--- config.mk ---
export PLATFORM = sky130hd
export DESIGN_NAME = lsp_top
export DESIGN_NICKNAME = d
export VERILOG_FILES = /design/src/design/lsp_pkg.sv /design/src/design/lsp_ifs.sv /design/src/design/lsp_cmd_mem.sv /design/src/design/lsp_fifo.sv /design/src/design/lsp_top.sv
export SDC_FILE = /design/constraint.sdc
export NUM_CORES = 1
export LEC_CHECK = 0
export ABC_AREA = 1
export BUFFER_PORTS_ARGS = -buffer_cell sky130_fd_sc_hd__buf_2
export CAP_MARGIN = 20
export CORE_AREA = 4 4 209 211
export DETAILED_ROUTE_END_ITERATION = 6
export DIE_AREA = 0 0 213 215
export HOLD_SLACK_MARGIN = 0.02
export PLACE_DENSITY = 0.61
export SYNTH_ARGS = -nofsm -noshare
export SYNTH_HDL_FRONTEND = slang
export SYNTH_SLANG_ARGS = --single-unit
--- constraint.sdc ---
create_clock -name i_clock -period 2.5 [get_ports i_clock]
set_input_delay 0.625 -clock i_clock [delete_from_list [all_inputs] [get_ports i_clock]]
set_output_delay 0.625 -clock i_clock [all_outputs]
set_load 0.01 [all_outputs]
--- src/design/lsp_pkg.sv ---
// Shared constants and types for the line serial port and pin controls
package lsp_pkg;
    // Serial command frame: direction bit, then address, then data, MSB first
    localparam int ADDR_W = 5;
    localparam int DATA_W = 8;
    localparam int MEM_DEPTH = 32;
    localparam int CNT_W = 4;
    localparam logic [CNT_W-1:0] CNT_ADDR_END = CNT_W'(1 + ADDR_W);
    localparam logic [CNT_W-1:0] CNT_END = CNT_W'(1 + ADDR_W + DATA_W);
    localparam logic [CNT_W-1:0] CNT_LAST = CNT_W'(ADDR_W + DATA_W);
    localparam logic RW_READ = 1'b1;
    // Control shadow register inside the command store
    localparam logic [ADDR_W-1:0] CTL_ADDR = 5'h00;
    localparam int CTL_MUTE_BIT = 0;
    localparam int CTL_BYPASS_BIT = 1;
    localparam logic [DATA_W-1:0] CTL_RESET = 8'h00;
    // Zero-substitution run lengths
    localparam int B3ZS_RUN = 3;
    localparam int HDB3_RUN = 4;
    localparam int WIN_LEN = 4;
    // Receive word {violation, positive, negative}
    localparam int FIFO_DEPTH = 4;
    localparam int RX_W = 3;
    localparam int RX_LCV = 2;
    localparam int RX_POS = 1;
    localparam int RX_NEG = 0;
    // Synchronised pin indices
    localparam int PIN_N = 6;
    localparam int PIN_MODE = 0;
    localparam int PIN_CS = 1;
    localparam int PIN_SCLK = 2;
    localparam int PIN_SDI = 3;
    localparam int PIN_LOS = 4;
    localparam int PIN_E3 = 5;
    typedef enum logic [1:0] {SYM_ZERO, SYM_MARK, SYM_VIOL, SYM_BAL} lsp_sym_t;
endpackage

--- src/design/lsp_ifs.sv ---
// Internal carriers: command store port and receive FIFO port
`timescale 1ns/1ps
interface lsp_mem_if #(parameter int AW = 5, parameter int DW = 8);
    logic we;
    logic [AW-1:0] addr;
    logic [DW-1:0] wdata;
    logic [DW-1:0] rdata;
    modport user (output we, output addr, output wdata, input rdata);
    modport store (input we, input addr, input wdata, output rdata);
endinterface

interface lsp_fifo_if #(parameter int W = 3);
    logic in_valid;
    logic in_ready;
    logic [W-1:0] in_data;
    logic out_valid;
    logic out_ready;
    logic [W-1:0] out_data;
    modport user (output in_valid, output in_data, input in_ready, input out_valid, input out_data, output out_ready);
    modport buffer (input in_valid, input in_data, output in_ready, output out_valid, output out_data, input out_ready);
endinterface

--- src/design/lsp_cmd_mem.sv ---
// Command register store with registered read data
`timescale 1ns/1ps
module lsp_cmd_mem
    import lsp_pkg::*;
#(
    parameter int DEPTH = MEM_DEPTH
)
(
    // Clock and reset
    input wire logic i_clock,
    input wire logic i_rst_b,
    // Access port
    lsp_mem_if.store bus
);
    typedef struct packed {
        logic [DEPTH-1:0][DATA_W-1:0] cells;
        logic [DATA_W-1:0] rdata;
    } lsp_mem_state_t;

    lsp_mem_state_t st;
    lsp_mem_state_t next_st;

    assign bus.rdata = st.rdata;

    always_comb
    begin
        next_st = st;
        if (bus.we)
        begin
            next_st.cells[bus.addr] = bus.wdata;
        end
        // Read always follows the address, one cycle late
        next_st.rdata = st.cells[bus.addr];
    end

    always_ff @(posedge i_clock or negedge i_rst_b)
    begin
        if (!i_rst_b)
        begin
            st <= '0;
        end
        else
        begin
            st <= next_st;
        end
    end
endmodule

--- src/design/lsp_fifo.sv ---
// Small FIFO between the receive decoder and the recovered-data outputs
`timescale 1ns/1ps
module lsp_fifo
    import lsp_pkg::*;
#(
    parameter int WIDTH = RX_W,
    parameter int DEPTH = FIFO_DEPTH
)
(
    // Clock and reset
    input wire logic i_clock,
    input wire logic i_rst_b,
    // Both sides
    lsp_fifo_if.buffer f
);
    localparam int PW = $clog2(DEPTH);

    typedef struct packed {
        logic [DEPTH-1:0][WIDTH-1:0] cells;
        logic [PW-1:0] wptr;
        logic [PW-1:0] rptr;
        logic [PW:0] count;
    } lsp_fifo_state_t;

    lsp_fifo_state_t st;
    lsp_fifo_state_t next_st;
    logic push;
    logic pop;

    function automatic logic [PW-1:0] bump(input logic [PW-1:0] p);
        bump = (p == PW'(DEPTH - 1)) ? '0 : p + 1'b1;
    endfunction

    assign f.in_ready = (st.count != (PW+1)'(DEPTH));
    assign f.out_valid = (st.count != '0);
    assign f.out_data = st.cells[st.rptr];
    assign push = f.in_valid && f.in_ready;
    assign pop = f.out_valid && f.out_ready;

    always_comb
    begin
        next_st = st;
        if (push)
        begin
            next_st.cells[st.wptr] = f.in_data;
            next_st.wptr = bump(st.wptr);
        end
        if (pop)
        begin
            next_st.rptr = bump(st.rptr);
        end
        next_st.count = st.count + (PW+1)'(push) - (PW+1)'(pop);
    end

    always_ff @(posedge i_clock or negedge i_rst_b)
    begin
        if (!i_rst_b)
        begin
            st <= '0;
        end
        else
        begin
            st <= next_st;
        end
    end
endmodule

--- src/design/lsp_top.sv ---
// Shared serial-port / hardware-control pins with line codec and receive path
//
// Functional notes
// Serial input captured on serial clock rising edges
// Host sends direction, address, then write data
// Read data changes only on serial clock falls
// Data output released after transfer completes
// Mute on, signal loss: both rails low
// Mute off: rails keep data during loss
// Violation pin pulses high one bit period
// Codec bypass high: plain AMI both directions
// Codec bypass low: B3ZS or HDB3 substitution
// Mode select high serial port, low pins
// Chip select high: serial clock/data ignored
// Frame order direction, address, data; MSB first
`timescale 1ns/1ps
module lsp_top
    import lsp_pkg::*;
(
    // Clock and reset
    input wire logic i_clock,
    input wire logic i_rst_b,
    // Shared pins and mode strap
    input wire logic i_port_mode_select,
    input wire logic i_chip_select_b,
    input wire logic i_serial_clock,
    input wire logic i_serial_in_line,
    output logic o_serial_out_line,
    output logic o_serial_out_line_oe_b,
    // Line status and rate
    input wire logic i_signal_loss_condition,
    input wire logic i_e3_select,
    // Receive path
    input wire logic i_rx_line_pos,
    input wire logic i_rx_line_neg,
    input wire logic i_rx_bit_strobe,
    input wire logic i_rx_out_strobe,
    output logic o_recovered_positive_rail,
    output logic o_recovered_negative_rail,
    output logic o_rx_accept_ready,
    // Transmit path
    input wire logic i_tx_data,
    input wire logic i_tx_bit_strobe,
    output logic o_tx_line_pos,
    output logic o_tx_line_neg
);
    typedef struct packed {
        logic [PIN_N-1:0] sync1;
        logic [PIN_N-1:0] sync2;
        logic sclk_prev;
        logic [CNT_W-1:0] bit_cnt;
        logic rw;
        logic [ADDR_W-1:0] addr;
        logic [DATA_W-1:0] shift_in;
        logic [DATA_W-1:0] shift_out;
        logic [1:0] load_wait;
        logic mem_we;
        logic [DATA_W-1:0] ctl;
        logic pin_out;
        logic pin_oe_b;
        logic [WIN_LEN-1:0][RX_W-1:0] rx_win;
        logic rx_last;
        logic [RX_W-1:0] rx_raw;
        logic recovered_positive_rail;
        logic recovered_negative_rail;
        logic lcv_out;
        logic rx_rdy;
        lsp_sym_t [WIN_LEN-1:0] tx_win;
        logic tx_par;
        logic tx_last;
        logic tx_pos;
        logic tx_neg;
    } lsp_state_t;

    lsp_state_t st;
    lsp_state_t next_st;
    logic host;
    logic cs_on;
    logic sclk_rise;
    logic sclk_fall;
    logic mute_on;
    logic bypass;
    logic signal_loss_condition;
    int run;
    logic rx_push;
    logic [RX_W-1:0] rx_word;

    lsp_mem_if #(.AW(ADDR_W), .DW(DATA_W)) mem ();
    lsp_fifo_if #(.W(RX_W)) rxq ();

    lsp_cmd_mem #(.DEPTH(MEM_DEPTH)) u_mem (
        .i_clock(i_clock),
        .i_rst_b(i_rst_b),
        .bus(mem.store)
    );

    lsp_fifo #(.WIDTH(RX_W), .DEPTH(FIFO_DEPTH)) u_fifo (
        .i_clock(i_clock),
        .i_rst_b(i_rst_b),
        .f(rxq.buffer)
    );

    assign host = st.sync2[PIN_MODE];
    assign cs_on = host && !st.sync2[PIN_CS];
    assign sclk_rise = st.sync2[PIN_SCLK] && !st.sclk_prev;
    assign sclk_fall = !st.sync2[PIN_SCLK] && st.sclk_prev;
    // Pins double as controls only in hardware mode; host mode uses the shadow
    assign mute_on = host ? st.ctl[CTL_MUTE_BIT] : st.sync2[PIN_SDI];
    assign bypass = host ? st.ctl[CTL_BYPASS_BIT] : st.sync2[PIN_SCLK];
    assign signal_loss_condition = st.sync2[PIN_LOS];
    assign run = st.sync2[PIN_E3] ? HDB3_RUN : B3ZS_RUN;

    assign mem.we = st.mem_we;
    assign mem.addr = st.addr;
    assign mem.wdata = st.shift_in;
    assign rxq.in_valid = rx_push;
    assign rxq.in_data = rx_word;
    assign rxq.out_ready = i_rx_out_strobe;

    assign o_serial_out_line = st.pin_out;
    assign o_serial_out_line_oe_b = st.pin_oe_b;
    assign o_recovered_positive_rail = st.recovered_positive_rail;
    assign o_recovered_negative_rail = st.recovered_negative_rail;
    assign o_rx_accept_ready = st.rx_rdy;
    assign o_tx_line_pos = st.tx_pos;
    assign o_tx_line_neg = st.tx_neg;

    always_comb
    begin
        logic [WIN_LEN-1:0][RX_W-1:0] nwin;
        lsp_sym_t [WIN_LEN-1:0] twin;
        lsp_sym_t out_sym;
        logic pulse;
        logic viol;
        logic clean;
        logic zrun;
        logic pol;
        nwin = st.rx_win;
        twin = st.tx_win;
        out_sym = SYM_ZERO;
        pulse = 1'b0;
        viol = 1'b0;
        clean = 1'b0;
        zrun = 1'b0;
        pol = 1'b0;
        next_st = st;
        rx_push = 1'b0;
        rx_word = st.rx_win[run-1];

        // Mode, chip-select, serial clock/data, loss and E3 pins pass two flops before use; line and strobe inputs do not
        next_st.sync1 = {i_e3_select, i_signal_loss_condition, i_serial_in_line,
                         i_serial_clock, i_chip_select_b, i_port_mode_select};
        next_st.sync2 = st.sync1;
        next_st.sclk_prev = st.sync2[PIN_SCLK];
        next_st.mem_we = 1'b0;
        next_st.load_wait = {st.load_wait[0], 1'b0};
        next_st.rx_rdy = rxq.in_ready;

        if (st.mem_we && st.addr == CTL_ADDR)
        begin
            next_st.ctl = st.shift_in;
        end
        if (st.load_wait[1])
        begin
            next_st.shift_out = mem.rdata;
        end

        // Serial command port
        if (!cs_on)
        begin
            next_st.bit_cnt = '0;
            next_st.pin_oe_b = 1'b1;
        end
        else
        begin
            if (sclk_rise && st.bit_cnt != CNT_END)
            begin
                next_st.bit_cnt = st.bit_cnt + 1'b1;
                if (st.bit_cnt == '0)
                begin
                    next_st.rw = st.sync2[PIN_SDI];
                end
                else if (st.bit_cnt < CNT_ADDR_END)
                begin
                    next_st.addr = {st.addr[ADDR_W-2:0], st.sync2[PIN_SDI]};
                end
                else
                begin
                    next_st.shift_in = {st.shift_in[DATA_W-2:0], st.sync2[PIN_SDI]};
                end
                if (st.bit_cnt == CNT_ADDR_END - 1'b1 && st.rw == RW_READ)
                begin
                    next_st.load_wait[0] = 1'b1;
                end
                if (st.bit_cnt == CNT_LAST)
                begin
                    next_st.mem_we = (st.rw != RW_READ);
                    next_st.pin_oe_b = 1'b1;
                end
            end
            if (sclk_fall && st.rw == RW_READ && st.bit_cnt >= CNT_ADDR_END && st.bit_cnt < CNT_END)
            begin
                next_st.pin_out = st.shift_out[DATA_W-1];
                next_st.shift_out = {st.shift_out[DATA_W-2:0], 1'b0};
                next_st.pin_oe_b = 1'b0;
            end
        end

        // Receive decoder; a strobe while the FIFO is full is dropped
        if (i_rx_bit_strobe && rxq.in_ready)
        begin
            rx_push = 1'b1;
            for (int i = WIN_LEN - 1; i > 0; i--)
            begin
                nwin[i] = st.rx_win[i-1];
            end
            nwin[0] = {i_rx_line_pos && i_rx_line_neg, i_rx_line_pos, i_rx_line_neg};
            pulse = i_rx_line_pos ^ i_rx_line_neg;
            viol = pulse && (i_rx_line_pos == st.rx_last);
            if (viol)
            begin
                clean = !bypass;
                for (int i = 1; i < WIN_LEN - 1; i++)
                begin
                    if (i <= run - 2 && nwin[i][RX_POS:RX_NEG] != 2'h0)
                    begin
                        clean = 1'b0;
                    end
                end
                if (clean)
                begin
                    for (int i = 0; i < WIN_LEN; i++)
                    begin
                        if (i < run)
                        begin
                            nwin[i] = '0;
                        end
                    end
                end
                else
                begin
                    nwin[0][RX_LCV] = 1'b1;
                end
            end
            if (pulse)
            begin
                next_st.rx_last = i_rx_line_pos;
            end
            next_st.rx_win = nwin;
        end

        // Output side paced by its own strobe
        if (i_rx_out_strobe)
        begin
            next_st.rx_raw = rxq.out_valid ? rxq.out_data : '0;
        end
        next_st.recovered_positive_rail = next_st.rx_raw[RX_POS] && !(mute_on && signal_loss_condition);
        next_st.recovered_negative_rail = next_st.rx_raw[RX_NEG] && !(mute_on && signal_loss_condition);
        next_st.lcv_out = next_st.rx_raw[RX_LCV];

        if (!host)
        begin
            next_st.pin_out = next_st.lcv_out;
            next_st.pin_oe_b = 1'b0;
        end

        // Transmit encoder; run-length lookahead costs a few bits of latency
        if (i_tx_bit_strobe)
        begin
            out_sym = st.tx_win[run-1];
            for (int i = WIN_LEN - 1; i > 0; i--)
            begin
                twin[i] = st.tx_win[i-1];
            end
            twin[0] = i_tx_data ? SYM_MARK : SYM_ZERO;
            if (i_tx_data)
            begin
                next_st.tx_par = !st.tx_par;
            end
            zrun = 1'b1;
            for (int i = 0; i < WIN_LEN; i++)
            begin
                if (i < run && twin[i] != SYM_ZERO)
                begin
                    zrun = 1'b0;
                end
            end
            if (!bypass && zrun)
            begin
                twin[0] = SYM_VIOL;
                if (!st.tx_par)
                begin
                    twin[run-1] = SYM_BAL;
                end
                next_st.tx_par = 1'b0;
            end
            next_st.tx_win = twin;
            case (out_sym)
                SYM_MARK, SYM_BAL:
                begin
                    pol = !st.tx_last;
                    next_st.tx_pos = pol;
                    next_st.tx_neg = !pol;
                    next_st.tx_last = pol;
                end
                SYM_VIOL:
                begin
                    next_st.tx_pos = st.tx_last;
                    next_st.tx_neg = !st.tx_last;
                end
                default:
                begin
                    next_st.tx_pos = 1'b0;
                    next_st.tx_neg = 1'b0;
                end
            endcase
        end
    end

    always_ff @(posedge i_clock or negedge i_rst_b)
    begin
        if (!i_rst_b)
        begin
            st <= '0;
            st.pin_oe_b <= 1'b1;
            // Read as host and deselected until synced, so the pin is not driven early
            st.sync1[PIN_CS:PIN_MODE] <= 2'h3;
            st.sync2[PIN_CS:PIN_MODE] <= 2'h3;
            st.ctl <= CTL_RESET;
        end
        else
        begin
            st <= next_st;
        end
    end

    a_rw_capture: assert property (@(posedge i_clock) disable iff (!i_rst_b)
        (cs_on && sclk_rise && st.bit_cnt == '0) |=> (st.rw == $past(st.sync2[PIN_SDI])))
        else $error("direction bit not captured on rising edge");
    a_sdo_on_fall: assert property (@(posedge i_clock) disable iff (!i_rst_b)
        (host && $past(host) && !st.pin_oe_b && st.pin_out != $past(st.pin_out)) |-> $past(sclk_fall))
        else $error("serial output changed without a falling edge");
    a_sdo_release: assert property (@(posedge i_clock) disable iff (!i_rst_b)
        (cs_on && sclk_rise && st.bit_cnt == CNT_LAST) |=> st.pin_oe_b)
        else $error("serial output not released after frame");
    a_mute_low: assert property (@(posedge i_clock) disable iff (!i_rst_b)
        (!host && st.sync2[PIN_SDI] && signal_loss_condition) |=> (!st.recovered_positive_rail && !st.recovered_negative_rail))
        else $error("rails not muted during signal loss");
    a_no_mute: assert property (@(posedge i_clock) disable iff (!i_rst_b)
        (!host && !st.sync2[PIN_SDI]) |=> (st.recovered_positive_rail == st.rx_raw[RX_POS] && st.recovered_negative_rail == st.rx_raw[RX_NEG]))
        else $error("rails altered while mute disabled");
    a_lcv_hold: assert property (@(posedge i_clock) disable iff (!i_rst_b)
        (!host && st.lcv_out && !i_rx_out_strobe) |=> st.lcv_out)
        else $error("violation pulse shorter than one bit period");
    a_lcv_on_pin: assert property (@(posedge i_clock) disable iff (!i_rst_b)
        (!host ##1 !host) |-> (st.pin_out == st.lcv_out && !st.pin_oe_b))
        else $error("violation flag not on shared pin");
    a_bypass_ami: assert property (@(posedge i_clock) disable iff (!i_rst_b)
        (bypass && i_tx_bit_strobe && i_tx_data) |=> (st.tx_win[0] == SYM_MARK))
        else $error("substitution made while codec bypassed");
    a_hdb3_sub: assert property (@(posedge i_clock) disable iff (!i_rst_b)
        (!bypass && i_tx_bit_strobe && !i_tx_data && run == HDB3_RUN && st.tx_win[0] == SYM_ZERO
         && st.tx_win[1] == SYM_ZERO && st.tx_win[2] == SYM_ZERO) |=> (st.tx_win[0] == SYM_VIOL))
        else $error("four zeros not substituted");
    a_hw_drives_pin: assert property (@(posedge i_clock) disable iff (!i_rst_b)
        (!host) |=> !st.pin_oe_b)
        else $error("shared output not driven in hardware mode");
    a_cs_ignores: assert property (@(posedge i_clock) disable iff (!i_rst_b)
        (host && st.sync2[PIN_CS]) |=> (st.bit_cnt == '0 && st.pin_oe_b))
        else $error("serial activity while deselected");
    a_write_commit: assert property (@(posedge i_clock) disable iff (!i_rst_b)
        (cs_on && sclk_rise && st.bit_cnt == CNT_LAST && st.rw != RW_READ) |=> st.mem_we)
        else $error("write not committed at frame end");

    c_read_frame: cover property (@(posedge i_clock) disable iff (!i_rst_b)
        cs_on && sclk_fall && st.rw == RW_READ && st.bit_cnt == CNT_ADDR_END);
    c_mute: cover property (@(posedge i_clock) disable iff (!i_rst_b)
        !host && mute_on && signal_loss_condition && st.rx_raw[RX_POS]);
    c_substitution: cover property (@(posedge i_clock) disable iff (!i_rst_b)
        st.tx_win[0] == SYM_VIOL);
    c_violation: cover property (@(posedge i_clock) disable iff (!i_rst_b)
        !host && $rose(st.lcv_out));
endmodule

# Word-level counts from Yosys, hierarchy flattened
# Index checks and enable logic that the tools add are counted.
[word_totals]
ff_bits = 360
inputBits = 14
out_inout_bits = 7
wordCells = 234
[op_classes]
addsub = 7
order_cmp = 16
n_eq_ne = 15
muxes = 68
n_bitwise = 5
n_reduce_logical = 53
[ops]
columns = ["cell", "count"]
rows = [
  ["256-bit bitwise mux", 1],
  ["8-bit two-way mux", 8],
  ["8-bit binary-select mux with 5-bit select", 1],
  ["8-bit demux with 5-bit select", 1],
  ["3-bit two-way mux", 11],
  ["1-bit logical AND", 27],
  ["1-bit two-way mux", 23],
  ["2-bit two-way mux", 10],
  ["18-bit two-way mux", 1],
  ["2-bit nonzero test", 7],
  ["13-bit two-way mux", 1],
  ["3-bit binary-select mux with 2-bit select", 2],
  ["12-bit bitwise mux", 1],
  ["12-bit two-way mux", 1],
  ["2-bit AND reduction", 5],
  ["9-bit two-way mux", 1],
  ["2-bit equality test, second input constant", 4],
  ["4-bit < comparator, second input constant", 2],
  ["4-bit by 2-bit != test with 1-bit output, second input constant", 2],
  ["8-bit bitwise OR", 1],
  ["4-bit AND reduction", 2],
  ["1-bit zero test", 7],
  ["3-bit demux with 2-bit select", 1],
  ["1-bit by 3-bit < comparator with 1-bit output, first input constant", 2],
  ["35 further kinds", 42],
]

# Depth between registers and ports, before layout
# Gate-level depths: netlist (run 1).
[depth]
ltp_word = 11
depth_mapped = 12
mapped_depth_nobuf = 9

# Modules after synthesis
# From an unflattened synthesis (run 1), not the netlist that was laid out.
[unflattened]
hier_cells = 2153
area_unflattened_um2 = 16874.9
[by_module_without_submodules]
columns = ["mod", "instances", "cells_per_inst", "area_each_um2"]
rows = [
  ["lsp_cmd_mem", 1, 1649, 12418.2],
  ["lsp_top", 1, 384, 3422.0],
  ["lsp_fifo", 1, 120, 1034.7],
]

# Least setup slack after synthesis (run 1)
# OpenSTA, ideal clock, no wires.
[synth_timing]
path_kind = "input to register"
from = "input port i_rx_out_strobe"
to = "register u_fifo.st[2] in the netlist's numbering"
setup_time_ns = 0.123
t_arrival_ns = 2.008
setup_slack_ns = 0.369
cell_stages = 8
n_path_buf = 0
cell_sequence = "inv_1 -> a21oi_1 -> ha_1 -> inv_1 -> ha_1 -> inv_1 -> fa_1 -> xnor2_1"
[synth_lines]
columns = ["element", "line_no", "rtl"]
rows = [
  ["start: declaration", "lsp_top.sv:37", "input wire logic i_rx_out_strobe,"],
  ["end signal: assignment", "lsp_fifo.sv:63", "st <= next_st;"],
  ["end: declaration", "lsp_fifo.sv:25", "lsp_fifo_state_t st;"],
]

# Final worst setup path (run 1)
[layout_timing]
from = "register st, in the netlist mem.addr[2]"
to = "register u_mem.st[53] in the netlist's numbering"
[layout_between]
elab_chain_cells = 5
[layout_rtl]
columns = ["element", "line_no", "rtl"]
rows = [
  ["start: declaration", "lsp_top.sv:75", "lsp_state_t st;"],
  ["start signal: assignment", "lsp_top.sv:333", "st <= next_st;"],
  ["5-bit by 6-bit < comparator with 1-bit output (not written as such) / 5-bit by 1-bit >= comparator with 1-bit output (equally long branches)", "lsp_cmd_mem.sv:30", "next_st.cells[bus.addr] = bus.wdata;"],
  ["1-bit logical AND (not written as such)", "lsp_cmd_mem.sv:30", ""],
  ["8-bit two-way mux (not written as such)", "lsp_cmd_mem.sv:30", ""],
  ["8-bit demux with 5-bit select *", "n/a", ""],
  ["256-bit bitwise mux *", "lsp_cmd_mem.sv:30", ""],
  ["end signal: assignment", "lsp_cmd_mem.sv:44", "st <= next_st;"],
  ["end: declaration", "lsp_cmd_mem.sv:20", "lsp_mem_state_t st;"],
]
# Every way passes the cells marked *; elsewhere a longest branch is shown, timed or not.
# A chain may end at the register's enable or synchronous reset.

==> impl_metrics.ini, run 1 <==
[layout]
nNetsFinal = 2121
drive_gt1_share_pct = 8.07
area_delta_synth_final_pct = 11.8
antennaDiodeCount = 0
final_cell_mix = nand2_1, dfrtp_1, o21ai_0
seqCellArea_sq_um = 9020
final_cells = 2659
final_area_sq_um = 18600
multi_input_area_sq_um = 6710
n_fill_cell = 4092
layout_commonest_cell = nand2_1

[power_and_ir_drop]
p_leak_nw = 9.24
p_int_mw = 10.2
clock_power_share_pct = 43.9
finalPower_mw = 13.6
sw_frac_of_total_pct = 25.0
power_density_nw_per_um2 = 732
p_switching_mw = 3.39
p_seq_share_pct = 47.0
p_comb_share_pct = 9.1
max-vdd-ir-drop_uv = 515

[timing]
relSlewSlack_pct = 55.0
drv_slew = 0
min_period_ns = 2.09
hold_viol_final = 0
max_freq_mhz = 479
setup_violations = 0
setup_tns_ns = 0
setup_slack_ns = 0.412
finalCritPeriodShare_pct = 83.5
tightestPinTransition_ns = 0.674
rsz0062_at_grt = false
finalClockSkew_ns = 0.0146

[routing]
vias = 13200
remaining_drc_errors = 0
first_pass_iters = 5
wl_per_cell_um = 15.5
ant_nets = 0
drt_iter0_markers = 1099
via_per_inst = 4.95
drt-total-wl_mm = 41.3

[grt]
grt_pass1_wl_mm = 68.3
grt_use_total_pct = 18.4
grt_max_degree = 80
grt_overflow_total = 0
antenna_found_initial = 0
grt_pass1_vias = 12600

[critical_path]
path_delay_family = simple AND/OR/NAND/NOR gates
critPathArrivalTime_ns = 2.53
worst_path_max_delay_cell = dfrtp_1
cp-startpoint = mem.addr[2]
rrSetupSlack_ns = 0.41
path_cells = inv_4 -> nor3_4 -> nand2_1 -> o21ai_0
worstPathRequired_ns = 2.95
worst-path-buf-inv = 1
crit_fanout = 16
critical_path.max_stage_delay_ns = 0.66
startpoint_type = flip-flop
endpoint_kind = flip-flop
criticalPathCategory = flip-flop to flip-flop
r2r_start = mem.addr[2]

[clocking]
cts_made_buffers = 41
cts_tree = done
cts_buffer_depth = 3
clock_latency_ns = 0.56
root_buffer = clkbuf_16
cts_setup_buffers = 0
h-tree-depth = 2
clkTransAtPathRegs_ns = 0.06
cts.sinks = 360

[die]
die_y_um = 215
fp.dieW_um = 213
die-area_sq_um = 45800
core-area_sq_um = 41800
ioPinCount = 21
rows = 75
initial_core_util_pct = 39.8

[synth]
ys_types = 31
synth_nets = 2139
synthCells = 2112
yosys_warnings = 0
synth_area_sq_um = 16600
synth-seq-cells = 360
seq_area_frac_synth_pct = 54.3
postSynthAreaPerCell_sq_um = 7.86

[placement]
dp_cells = 2589
place_area_sq_um = 17200
place_ws_ns = 0.366
gp_congestion = 0.853
dpl.hpwl_mm = 26.5
port_buffers = 20

[min_path]
hold_path_class = input port to flip-flop
hold_start = i_chip_select_b

[run_status]
status = finished clean

[run]
max_cap_viol_count = 0
## repair_timing
action | in CTS | in global routing
setup endpoints to repair | 0 | 0
hold buffers | 1 | 0
endpoints found under the hold margin | 37 | 0
resized for setup | 0 | 0
## cells in the mapped netlist
library cell	number	area share (%)
nand3b_1	1	0.045
dfstp_2	5	0.79
a21oi_1	48	1.4
nand3_2	2	0.12
inv_2	7	0.16
nor3_4	7	0.69
nor2_4	1	0.068
nand3_1	26	0.78
nand2_2	23	0.87
buf_2	45	1.4
buf_1	7	0.16
xnor2_1	2	0.11
nor2_2	2	0.075
mux2_2	1	0.068
buf_6	8	0.54
ha_1	12	0.90
fa_1	1	0.12
inv_1	59	1.3
inv_4	4	0.15
clkbuf_1	51	1.2
xor2_1	1	0.053
nand2_1	1053	24
nor2_1	88	2.0
o21ai_0	190	5.7
dfrtp_1	355	53
nor4_4	2	0.26
o21ai_1	89	2.7
buf_4	10	0.45
mux2i_1	7	0.42
nor4_1	1	0.038
nand4_1	4	0.15
## registers in the layout (all words and copies together), names as in the netlist
signal and flops:
host 1, mem.addr 5, mem.wdata 8, mem.we 1
next_st 8, o_recovered_negative_rail 1, o_recovered_positive_rail 1, o_rx_accept_ready 1
o_serial_out_line 1, o_serial_out_line_oe_b 1, o_tx_line_neg 1, o_tx_line_pos 1
signal_loss_condition 1, st 46, u_fifo.st 19, u_mem.bus.rdata 8
u_mem.st 256
## stage by stage
step                hold slack, ns  utilization, %
floorplan                    0.329               -
global placement             0.336            41.3
detailed placement           0.335            41.3
CTS                          0.138            44.5
global route                 0.142            44.5
finish                       0.171            44.5
## layer usage
layer / track usage (%) / vias up / wire length, um
li1: - / 6584 / -
met1: 26.8 / 6258 / 19800
met2: 28.5 / 242 / 18700
met3: 3.27 / 67 / 1830
met4: 5.05 / 0 / 956
met5: 0 / - / 0
## layout make-up
class	instances	area share, %
repair buffers	60	3.03
well taps	539	3.63
inverters	70	1.48
clock inverters	9	0.856
clock buffers	60	6.29
multi-input cells	1561	36.1
flip-flops and latches	360	48.6
## power by group through the flow
stage / registers, mW / logic, mW / clock network [mW]
detailed placement: 6.48 / 1.26 / 0
global route: 6.42 / 1.44 / 6.38
global placement: 6.47 / 1.22 / 0
finish: 6.39 / 1.24 / 5.98
floorplan: 6.42 / 0.816 / 0
CTS: 6.38 / 1.26 / 6.14
## cell families after synthesis
kind of cell	count (synthesis)	share of synthesized area, %
and+or+nand+nor	1210	28.9
AOI/OAI and AO/OA	327	9.86
DFF	360	54.3
adders and majority gates	13	1.02
buffers and inverters	191	5.30
muxes	8	0.490
xor gates and xnor gates	3	0.158
## worst reg2reg max path, delay by kind of cell, from the launching register on
family                 cells  cell delay, ns
AOI/OAI and AO/OA          1            0.32
buffers and inverters      1            0.15
DFF                        1            0.66
and+or+nand+nor            2            0.85
## worst paths after layout
check | to | depth (start not counted)
hold / removal | next_st[73] | 1
setup reg to reg | u_mem.st[53] | 4
max in group asynchronous | u_mem.st[101] | 3
setup / recovery | u_mem.st[53] | 4
min in group asynchronous | o_rx_accept_ready | 2
hold reg to reg | st[75] | 0
Note: power is estimated with default switching activity, not from simulation.
==> run 2, diff against run 1 <==
PLACE_DENSITY = 0.63   (was 0.61)
clock period = 1.9 ns   (was 2.5 ns; I/O delays follow)
==> impl_metrics.ini, run 2 (synthesized netlist as in run 1, its figures left out) <==
[grt]
met1_usage_pct = 26.1
grt_pass1_vias = 13000
grt_use_total_pct = 18.7
grt-busiest-layer = met2
grtUsageMet2_pct = 29.4
grt_overflow_total = 0
use_met3_pct = 2.93
grt_pass1_wl_mm = 69.6
antenna_found_initial = 0
grt_max_degree = 76

[clocking]
h-tree-depth = 2
cts.sinks = 360
clock_latency_ns = 0.56
cts_tree = done
cts_buffer_depth = 3
clkTransAtPathRegs_ns = 0.06
root_buffer = clkbuf_16
cts_made_buffers = 40

[power_and_ir_drop]
power_density_nw_per_um2 = 941
p_leak_nw = 9.41
max-vdd-ir-drop_uv = 721
finalPower_mw = 17.7

[layout]
largest_register = u_mem.st
largestRegisters = u_mem.st x256, st x46, u_fifo.st x19
largest_register_ffs = 256
drive_gt1_share_pct = 9.77
multi_input_area_sq_um = 6730
final_cell_mix = nand2_1, dfrtp_1, o21ai_0
seqCellArea_sq_um = 9020
n_fill_cell = 4134
antennaDiodeCount = 0
area_delta_synth_final_pct = 13.5
layout_commonest_cell = nand2_1
nNetsFinal = 2156

[die]
rows = 75
core-area_sq_um = 41800
die-area_sq_um = 45800
initial_core_util_pct = 39.8
fp.dieW_um = 213
ioPinCount = 21
die_y_um = 215

[routing]
drt-total-wl_mm = 42.0
via_per_inst = 4.95
first_pass_iters = 5
drt_iter0_markers = 1182
wl_per_cell_um = 15.5
ant_nets = 0
remaining_drc_errors = 0
vias = 13400

[min_path]
hold_path_class = input port to flip-flop

[critical_path]
path_delay_family = adder cells
startpoint_type = flip-flop
crit_top_cell = inv_1
critical_path.max_stage_delay_ns = 0.47
endpoint_kind = flip-flop
critPathArrivalTime_ns = 2.23
worstPathRequired_ns = 2.35
worst-path-buf-inv = 3
criticalPathCategory = flip-flop to flip-flop
path_cells = nor2_2 -> a21oi_2 -> ha_1 -> inv_1 -> ha_1 -> inv_1 -> fa_1 -> inv_1
crit_fanout = 2
worst_path_max_delay_cell = fa_1

[run]
max_cap_viol_count = 0

[timing]
min_period_ns = 1.78
tightestPinTransition_ns = 0.615
setup_slack_ns = 0.119
drv_slew = 0
relSlewSlack_pct = 58.6
finalCritPeriodShare_pct = 93.7
rsz0062_at_grt = true
finalClockSkew_ns = 0.0170
holdWs_ns = 0.197
setup_violations = 0
max_freq_mhz = 561
hold_viol_final = 0

[run_status]
status = finished clean

[placement]
gp_congestion = 0.874
port_buffers = 20
dpl.hpwl_mm = 27.0
place_ws_ns = 0.0308
[run 2: changes by cell type in the layout (fill, tap and decap cells not counted), sizes merged]
cell         previous run  this run
dlygate4sd3             1         7
inv                    70        71
bufinv                  4         1
clkinvlp                1         0
buf                    59        89
clkinv                  4         7
clkbuf                 60        63
[run 2: per-layer routing]
| metal | routed length [um] | share of wire (%) |
|---|---|---|
| met2 | 19100 | 46 |
| met1 | 19600 | 47 |
| met5 | 0 | 0 |
| met3 | 1850 | 4.4 |
| met4 | 1400 | 3.3 |
[run 2: worst paths after layout]
path | startpoint | slack, ns | cells past startpoint | to
min in group asynchronous | i_rst_b | 0.46 | 2 | u_fifo.st[4]
hold / removal | i_rx_line_pos | 0.20 | 3 | st[21]
max in group asynchronous | i_rst_b | 0.73 | 3 | u_mem.st[253]
hold reg to reg | next_st[73] | 0.36 | 0 | st[73]
setup / recovery | u_fifo.st[0] | 0.12 | 8 | u_fifo.st[1]
setup reg to reg | u_fifo.st[0] | 0.12 | 8 | u_fifo.st[1]
[run 2: per-stage QoR]
step / area [sq um] / cells / TNS (ns) / utilization (%)
CTS: 18800 / 2696 / 0 / 45.1
detailed placement: 17500 / 2617 / 0 / 41.8
global placement: 17500 / 2617 / 0 / 41.8
global route: 18900 / 2698 / -0.131 / 45.2
floorplan: 16600 / 2112 / 0 / -
finish: 18900 / 2698 / 0 / 45.2
[run 2: worst min-delay path, stage by stage]
cell and delay, ns:
buf_2 0.12, nand3_1 0.07, nand2_1 0.05
[run 2: what timing repair did]
item                                   4_1_cts  5_1_grt
buffers inserted                             0        2
endpoints found under the hold margin       41        0
hold buffers                                 7        0
gates resized for setup                      0        5
setup endpoints to repair                    0       32
[run 2: power by group]
part / internal, mW / switching (mW)
Combinational: 0.595 / 1.13
Sequential: 8.10 / 0.288
Clock: 4.50 / 3.12
[run 2: area by class of cell]
cell class / count / share of cell area (%)
Clock inverter: 9 / 0.411
Clock buffer: 63 / 6.41
Timing Repair Buffer: 96 / 4.63
Sequential cell: 360 / 47.8
Multi-Input combinational cell: 1561 / 35.7
Tap cell: 539 / 3.58
Inverter: 70 / 1.45
